$ cat src/core/boot_mode_pkg.sv
// constants and types for the boot mode selector
// Function
// - mode changes only through a reset applied after the pin changes
// - option byte writes accepted only in programming mode
// - programming exchange runs over the on-chip I2C peripheral lines
// - programming mode always clocks from the internal oscillator
// - after reset run internal oscillator, then switch to option byte clock mode; the switch happens in working mode only
// - working mode starts fetching at the first memory location
package boot_mode_pkg;
	localparam int OPT_W = 8;
	localparam int CLK_SEL_W = 2;
	localparam int CLK_SEL_LSB = 0;
	localparam int ADDR_W = 13;
	localparam logic [ADDR_W-1:0] FETCH_START = 13'h0000;
	localparam logic [OPT_W-1:0] OPT_RESET = 8'h00;
	localparam logic [CLK_SEL_W-1:0] CLK_INTERNAL = 2'h0;
	localparam int SETTLE_NS = 1000;
	localparam int CLK_NS = 25;
	localparam int SETTLE_CYC = (SETTLE_NS + CLK_NS - 1) / CLK_NS;
	typedef enum logic [3:0] {
		ST_SAMPLE = 4'h1,
		ST_LOAD = 4'h2,
		ST_WORK = 4'h4,
		ST_PROG = 4'h8
	} boot_state_t;
endpackage : boot_mode_pkg

$ cat src/core/opt_if.sv
// option byte store carrier between selector and store
`timescale 1ns/1ps
interface opt_if;
	import boot_mode_pkg::*;
	logic wr_en;
	logic [OPT_W-1:0] wr_data;
	logic [OPT_W-1:0] value;
	modport ctrl (output wr_en, output wr_data, input value);
	modport store (input wr_en, input wr_data, output value);
endinterface : opt_if

$ cat src/core/boot_mode_select.sv
// reset-time selection of working or programming phase
`timescale 1ns/1ps
module boot_mode_select
	import boot_mode_pkg::*;
(
	input wire logic CLK_IN,
	input wire logic RESET_IN,
	input wire logic MODE_SEL_IN,
	input wire logic OPT_WR_IN,
	input wire logic [OPT_W-1:0] OPT_DATA_IN,
	input wire logic SDA_IN,
	input wire logic SCL_IN,
	output logic SDA_OUT,
	output logic SDA_OE_N_OUT,
	output logic SCL_OUT,
	output logic SCL_OE_N_OUT,
	output logic PROG_MODE_OUT,
	output logic WORK_MODE_OUT,
	output logic I2C_ENABLE_OUT,
	output logic [CLK_SEL_W-1:0] CLK_SEL_OUT,
	output logic CPU_RUN_OUT,
	output logic [ADDR_W-1:0] FETCH_ADDR_OUT,
	output logic [OPT_W-1:0] OPT_VALUE_OUT,
	output logic OPT_WR_REJECT_OUT
);
	opt_if opt ();
	boot_state_t state;
	boot_state_t next_state;
	logic mode_meta;
	logic mode_sync;
	logic [CLK_SEL_W-1:0] clk_sel;
	logic [CLK_SEL_W-1:0] next_clk_sel;
	logic [ADDR_W-1:0] fetch_addr;
	logic [ADDR_W-1:0] next_fetch_addr;
	logic reject;
	logic next_reject;
	logic [7:0] settle;
	logic [7:0] next_settle;

	option_store u_store (
		.clk(CLK_IN),
		.rst(RESET_IN),
		.bus(opt.store)
	);

	// pin is asynchronous, two flops before anyone reads it
	always_ff @(posedge CLK_IN) begin
		mode_meta <= MODE_SEL_IN;
		mode_sync <= mode_meta;
	end

	// wait for the synchroniser to fill after release, then latch the mode once
	always_comb begin
		next_state = state;
		next_settle = settle;
		next_clk_sel = clk_sel;
		next_fetch_addr = fetch_addr;
		next_reject = 1'b0;
		unique case (state)
			ST_SAMPLE: begin
				next_clk_sel = CLK_INTERNAL;
				if (settle != 8'h00) begin
					next_settle = settle - 8'h01;
				end else if (mode_sync) begin
					next_state = ST_PROG;
				end else begin
					next_state = ST_LOAD;
				end
			end
			ST_LOAD: begin
				next_clk_sel = opt.value[CLK_SEL_LSB +: CLK_SEL_W];
				next_fetch_addr = FETCH_START;
				next_state = ST_WORK;
			end
			ST_WORK: begin
				next_reject = OPT_WR_IN;
			end
			ST_PROG: begin
				next_clk_sel = CLK_INTERNAL;
			end
			default: next_state = ST_SAMPLE;
		endcase
		// only reset leaves a mode, later pin changes are ignored
		if (RESET_IN) begin
			next_state = ST_SAMPLE;
			next_settle = 8'(SETTLE_CYC);
			next_clk_sel = CLK_INTERNAL;
			next_fetch_addr = FETCH_START;
			next_reject = 1'b0;
		end
	end

	// plain register bank, every decision lives in the comb block above
	always_ff @(posedge CLK_IN) begin
		state <= next_state;
		settle <= next_settle;
		clk_sel <= next_clk_sel;
		fetch_addr <= next_fetch_addr;
		reject <= next_reject;
	end

	// the counter holds the decision back until the synchroniser has settled
	property p_settle_wait;
		@(posedge CLK_IN) disable iff (RESET_IN)
		(state == ST_SAMPLE) && (settle != 8'h00) |=> state == ST_SAMPLE;
	endproperty
	a_settle_wait: assert property (p_settle_wait)
		else $error("mode chosen before the pin settled");

	// the decision follows the synchronised pin level at the zero count
	property p_decide;
		@(posedge CLK_IN) disable iff (RESET_IN)
		(state == ST_SAMPLE) && (settle == 8'h00) |=> PROG_MODE_OUT == $past(mode_sync);
	endproperty
	a_decide: assert property (p_decide)
		else $error("mode does not follow the pin");

	// a held reset always parks the selector with no phase active
	property p_reset_idle;
		@(posedge CLK_IN)
		RESET_IN |=> !PROG_MODE_OUT && !WORK_MODE_OUT;
	endproperty
	a_reset_idle: assert property (p_reset_idle)
		else $error("phase active after reset");

	// boot always starts on the internal oscillator
	property p_boot_clk;
		@(posedge CLK_IN)
		$fell(RESET_IN) |-> CLK_SEL_OUT == CLK_INTERNAL;
	endproperty
	a_boot_clk: assert property (p_boot_clk)
		else $error("boot not on internal oscillator");

	// the stored clock mode reaches the clock switch right after the load step
	property p_load_clk;
		@(posedge CLK_IN) disable iff (RESET_IN)
		state == ST_LOAD |=> CLK_SEL_OUT == $past(opt.value[CLK_SEL_LSB +: CLK_SEL_W]);
	endproperty
	a_load_clk: assert property (p_load_clk)
		else $error("clock mode not applied");

	// the load step hands over to the running core at the first location
	property p_load_run;
		@(posedge CLK_IN) disable iff (RESET_IN)
		state == ST_LOAD |=> WORK_MODE_OUT && CPU_RUN_OUT && FETCH_ADDR_OUT == FETCH_START;
	endproperty
	a_load_run: assert property (p_load_run)
		else $error("core not started after load");

	// running code has no path to move the clock source
	property p_work_clk;
		@(posedge CLK_IN) disable iff (RESET_IN)
		WORK_MODE_OUT |=> $stable(CLK_SEL_OUT);
	endproperty
	a_work_clk: assert property (p_work_clk)
		else $error("clock source moved while working");

	// one decode for the option write gate and every phase output
	function automatic logic in_phase(input boot_state_t now, input boot_state_t want);
		return now == want;
	endfunction : in_phase

	// option byte port opens only in programming phase
	assign opt.wr_en = in_phase(state, ST_PROG) && OPT_WR_IN;
	assign opt.wr_data = OPT_DATA_IN;
	assign OPT_VALUE_OUT = opt.value;
	assign OPT_WR_REJECT_OUT = reject;

	// the store gate must stay shut outside the programming phase
	property p_opt_lock;
		@(posedge CLK_IN) disable iff (RESET_IN)
		(state != ST_PROG) |-> !opt.wr_en;
	endproperty
	a_opt_lock: assert property (p_opt_lock)
		else $error("option write outside programming");

	// a strobe in programming phase lands in the store on the next edge
	property p_opt_take;
		@(posedge CLK_IN) disable iff (RESET_IN)
		(state == ST_PROG) && OPT_WR_IN |=> opt.value == $past(OPT_DATA_IN);
	endproperty
	a_opt_take: assert property (p_opt_take)
		else $error("option write lost");

	// software sees its refused write as a one-cycle flag
	property p_reject;
		@(posedge CLK_IN) disable iff (RESET_IN)
		WORK_MODE_OUT && OPT_WR_IN |=> OPT_WR_REJECT_OUT;
	endproperty
	a_reject: assert property (p_reject)
		else $error("rejected write not flagged");

	// device never drives the I2C lines here; the peripheral owns them
	assign SDA_OUT = 1'b0;
	assign SCL_OUT = 1'b0;
	assign SDA_OE_N_OUT = 1'b1;
	assign SCL_OE_N_OUT = 1'b1;

	// phase outputs decode the one-hot state register, so they cannot glitch
	assign PROG_MODE_OUT = in_phase(state, ST_PROG);
	assign WORK_MODE_OUT = in_phase(state, ST_WORK);
	assign I2C_ENABLE_OUT = in_phase(state, ST_PROG);
	assign CLK_SEL_OUT = clk_sel;
	assign CPU_RUN_OUT = in_phase(state, ST_WORK);
	assign FETCH_ADDR_OUT = fetch_addr;

	// option clock modes are ignored while programming
	property p_prog_clk;
		@(posedge CLK_IN) disable iff (RESET_IN)
		PROG_MODE_OUT |-> CLK_SEL_OUT == CLK_INTERNAL;
	endproperty
	a_prog_clk: assert property (p_prog_clk)
		else $error("programming not on internal oscillator");

	// the core is pointed at the first location as it starts
	property p_fetch;
		@(posedge CLK_IN) disable iff (RESET_IN)
		$rose(WORK_MODE_OUT) |-> FETCH_ADDR_OUT == FETCH_START;
	endproperty
	a_fetch: assert property (p_fetch)
		else $error("fetch not at first location");

	// once chosen, a phase only ends through reset
	property p_hold;
		@(posedge CLK_IN) disable iff (RESET_IN)
		(PROG_MODE_OUT || WORK_MODE_OUT) |=> $stable(PROG_MODE_OUT) && $stable(WORK_MODE_OUT);
	endproperty
	a_hold: assert property (p_hold)
		else $error("mode changed without reset");

	// the two phases never overlap
	property p_excl;
		@(posedge CLK_IN) disable iff (RESET_IN)
		!(PROG_MODE_OUT && WORK_MODE_OUT);
	endproperty
	a_excl: assert property (p_excl)
		else $error("both phases active");

	// the I2C peripheral is enabled exactly in programming phase, lines released
	property p_i2c;
		@(posedge CLK_IN) disable iff (RESET_IN)
		I2C_ENABLE_OUT == PROG_MODE_OUT && SDA_OE_N_OUT && SCL_OE_N_OUT;
	endproperty
	a_i2c: assert property (p_i2c)
		else $error("i2c ownership wrong");
endmodule : boot_mode_select

$ cat src/core/option_store.sv
// option byte holding register
`timescale 1ns/1ps
module option_store
	import boot_mode_pkg::*;
(
	input wire logic clk,
	input wire logic rst,
	opt_if.store bus
);
	logic [OPT_W-1:0] value;
	logic [OPT_W-1:0] next_value;

	// writes only arrive while the selector allows them; none are taken under reset
	always_comb begin
		next_value = value;
		if (bus.wr_en && !rst) begin
			next_value = bus.wr_data;
		end
	end

	// stands in for nonvolatile cells, so it keeps its value through reset
	always_ff @(posedge clk) begin
		value <= next_value;
	end

	assign bus.value = value;
endmodule : option_store

$ cat config.mk
export PLATFORM = sky130hd
export DESIGN_NAME = boot_mode_select
export DESIGN_NICKNAME = d
export VERILOG_FILES = /design/src/core/boot_mode_pkg.sv /design/src/core/opt_if.sv /design/src/core/boot_mode_select.sv /design/src/core/option_store.sv
export SDC_FILE = /design/constraint.sdc
export NUM_CORES = 1
export LEC_CHECK = 0
export ABC_AREA = 1
export ABC_CLOCK_PERIOD_IN_PS = 2200
export BUFFER_PORTS_ARGS = -buffer_cell sky130_fd_sc_hd__buf_2
export CAP_MARGIN = 0
export CORE_ASPECT_RATIO = 1.1
export CORE_MARGIN = 2
export CORE_UTILIZATION = 48
export DETAILED_ROUTE_END_ITERATION = 16
export PLACE_DENSITY = 0.9
export SYNTH_ARGS = -nofsm -noshare
export SYNTH_HDL_FRONTEND = slang
export SYNTH_SLANG_ARGS = --single-unit
$ cat constraint.sdc
create_clock -name CLK_IN -period 2.2 [get_ports CLK_IN]
set_input_delay 0.55 -clock CLK_IN [delete_from_list [all_inputs] [get_ports CLK_IN]]
set_output_delay 0.55 -clock CLK_IN [all_outputs]
set_load 0.01 [all_outputs]
==> results.md <==
- Syn. warnings: 0
- Clock slew at reported path FFs: between 0.1 and 0.15 ns
- Crit path from: state[0]$_SDFFE_PP1P_
- Top post-synthesis cells by area: dfxtp_1 (27%), edfxtp_1 (19%), buf_4 (12%)
- Hold_ws: between 0.3 and 0.4 ns
- Die width: approximately 53 um
- Clk_skew: between 0.008 and 0.009 ns
- Post-Syn Area per Cell: approximately 8.8 sq um
- Max cap viols: 0
- Final period util: 81.82%
- Status: finished, final reports clean
- Post-Synth Adder-Cell Area: 1.990%
- DR vias/cell: about 4.7
- Cts hold-fix bufs: 0
- Layout Utilization: 54.89%
- Main combinational cell family by area after synthesis: simple AND/OR/NAND/NOR gates
- CTS tree: built
- Via count: 931
- CTS H-Tree Depth: 1
- Routability cong.: 0.8779
- Pin count of the biggest net entering global routing: 16
- Gr ovfl total: 0
- Fmax achieved: 0.5555 GHz
- Clock Latency Late Sink: 0.33 ns
- Postcts setup bufs: 0
- # DRC: 0
- Post-place setup slack: between 0.7 and 0.8 ns
- Worst r2r src: state[0]$_SDFFE_PP1P_
- CTS buffer count: 3
- Cells on worst reg2reg path: 6
- Cell variety after synth: 27
- Worst Hold Path EP: mode_meta$_DFF_P_
- RSZ-0062 raised after global routing: no
- Sequential area share after synthesis: 46.17%
- Number of global-route vias before repair: 795
- Final WL: 2.080 mm
- Die area: approximately 3000 sq um
- Leak pwr: 0.0006186 uW
- Die height: 57.68 um
- Pins over their slew limit: 0
- Max Root-Sink Buffers: 2
- Critical Setup Path Class: flip-flop to primary output
- Min-delay src: MODE_SEL_IN
- Port Buf Inserts: 26
- Crit end category: primary output
- Synthesized-area fraction occupied by ao, oa, aoi and oai cells: under 10%
- First-pass GRT wire length: 3.298 mm
- CTS Sinks: 25
- # IOs: between 40 and 50
- Final WS setup: 0.4000 ns
- Share of cells above drive strength 1: approximately 28%
- Hold Path Class: primary input to flip-flop
- Pre-Repair DR Iteration Count: 5
- Synthesized-area fraction occupied by and/or/nand/nor cells: between 20% and 30%
- Setup violators final: 0
- Endpoints failing hold: 0
- Row cnt: 19
- Worst Hold Depth: 1
- Synth area leader: dfxtp_1
- Flops & latches, synth: 25
- Total track usage: 14.62%
- DRT antenna net count: 0
- Max VDD drop: around 0.43 mV
- Initial core utilization: 50.38%
- Xor-xnor portion of the synthesized cell area: less than 1%
- Mapped Area: 1257 sq um
- Drt initial violations: 31
- Top cell type's share of synthesized area: 27.06%
- CTS resizes: 0
- Post-DP HPWL: between 1.5 and 2 mm
- Core ar.: 2496 sq um
- Reg2reg setup slack: 0.73 ns
- Initial antenna violation count: 0
- Setup TNS: 0 ns
- Tmin final: between 1.5 and 2 ns
- Worst Path Max Fanout: 4
- ANT cells: 0
- Worst EP arrival: 1.25 ns
- PwrDens: 793.3 nW/um^2
- Area growth syn-to-layout: 8.955%
- FF-to-FF End: u_store.bus.value[1]$_DFFE_PP_
- Mux cell area share after synthesis: 0%
- Routed len/inst: 10.40 um
- CP Launch Type: flip-flop
- Critical Path RT: 1.65 ns
- Final #Nets: 186
- Syn Inst Count: 143
- CTS root buffer: clkbuf_4
worst max-delay path by stage:
stage               slack, ns                              to  depth (start not counted)
finish                   0.40                     CPU_RUN_OUT                          4
global route             0.29                   PROG_MODE_OUT                          4
detailed placement       0.75  u_store.bus.value[3]$_DFFE_PP_                          6
floorplan                0.38  u_store.bus.value[0]$_DFFE_PP_                          5
global placement         0.78  u_store.bus.value[7]$_DFFE_PP_                          3
CTS                      0.39                     CPU_RUN_OUT                          4
cells by family after synthesis:
logic type | count (synthesis)
AOI/OAI and AO/OA | 16
xor gates and xnor gates | 1
adders and majority gates | 2
buffers and inverters | 38
DFF | 25
other | 2
and+or+nand+nor | 59
final cells by class:
cell class                 instances  area (sq um)
multi-input combinational         95         513.0
clock inverter                     1         7.507
clock buffer                       3         22.52
inverter                          18         70.07
timing repair buffer              27         137.6
fill                             245          1126
sequential                        25         580.6
tap                               31         38.79
synthesized netlist by cell type:
master,count
nand2_4,1
nand4_1,3
conb_1,2
nand2_1,24
nand2_2,2
xnor2_1,1
nor2_1,13
buf_4,20
a21oi_1,5
nor2_8,2
nor2_4,1
o21ai_4,1
inv_2,1
a21oi_2,4
inv_4,1
edfxtp_1,8
o21ai_0,3
o21ai_2,1
nand3b_1,1
nand3_1,6
a31oi_1,1
nor2_2,3
dfxtp_1,17
o21ai_1,1
inv_1,16
nor3_1,3
ha_1,2
state kept, by name (all words and copies together), names as in the netlist:
signal and count:
CLK_SEL_OUT 2, OPT_WR_REJECT_OUT 1, mode_meta 1, mode_sync 1, settle 8, state 4, u_store.bus.value 8
metrics by stage:
stage          total power (uW)  std cells  instance area, sq um
5_1_grt                    1167        200                  1370
3_3_place_gp              873.4        196                  1340
6_report                   1087        200                  1370
3_5_place_dp              887.3        196                  1340
4_1_cts                    1093        200                  1370
2_1_floorplan             851.8        158                  1314
worst max-delay path, stage by stage (launching register included):
cell and delay [ns]:
dfxtp_1 0.37, inv_1 0.08, nand2_1 0.08, nor2_1 0.22, buf_2 0.18
power breakdown:
part	internal [uW]	total (uW)	leakage [uW]	switching (uW)
sequential	522	569	0.000211	47.7
clock	69.6	208	0.0000139	138
combinational	116	310	0.000394	194
total	707	1090	0.000619	380
per-layer routing:
metal	global-route usage (%)	wire, um
met1	16.03	762
met2	26.96	1137
met5	0	0
met4	8.791	47
met3	0.7732	132
cell usage in the layout, fill, tap and decap left out, types with 2 or more instances in the layout:
master / n
a21oi_1: 5
a21oi_2: 4
buf_2: 26
clkbuf_4: 3
conb_1: 17
dfxtp_1: 17
edfxtp_1: 8
ha_1: 2
inv_1: 16
nand2_1: 24
nand2_2: 2
nand3_1: 6
nand4_1: 3
nor2_1: 13
nor2_2: 3
nor2_8: 2
nor3_1: 3
o21ai_0: 3
Note: power is estimated with default switching activity, not from simulation.
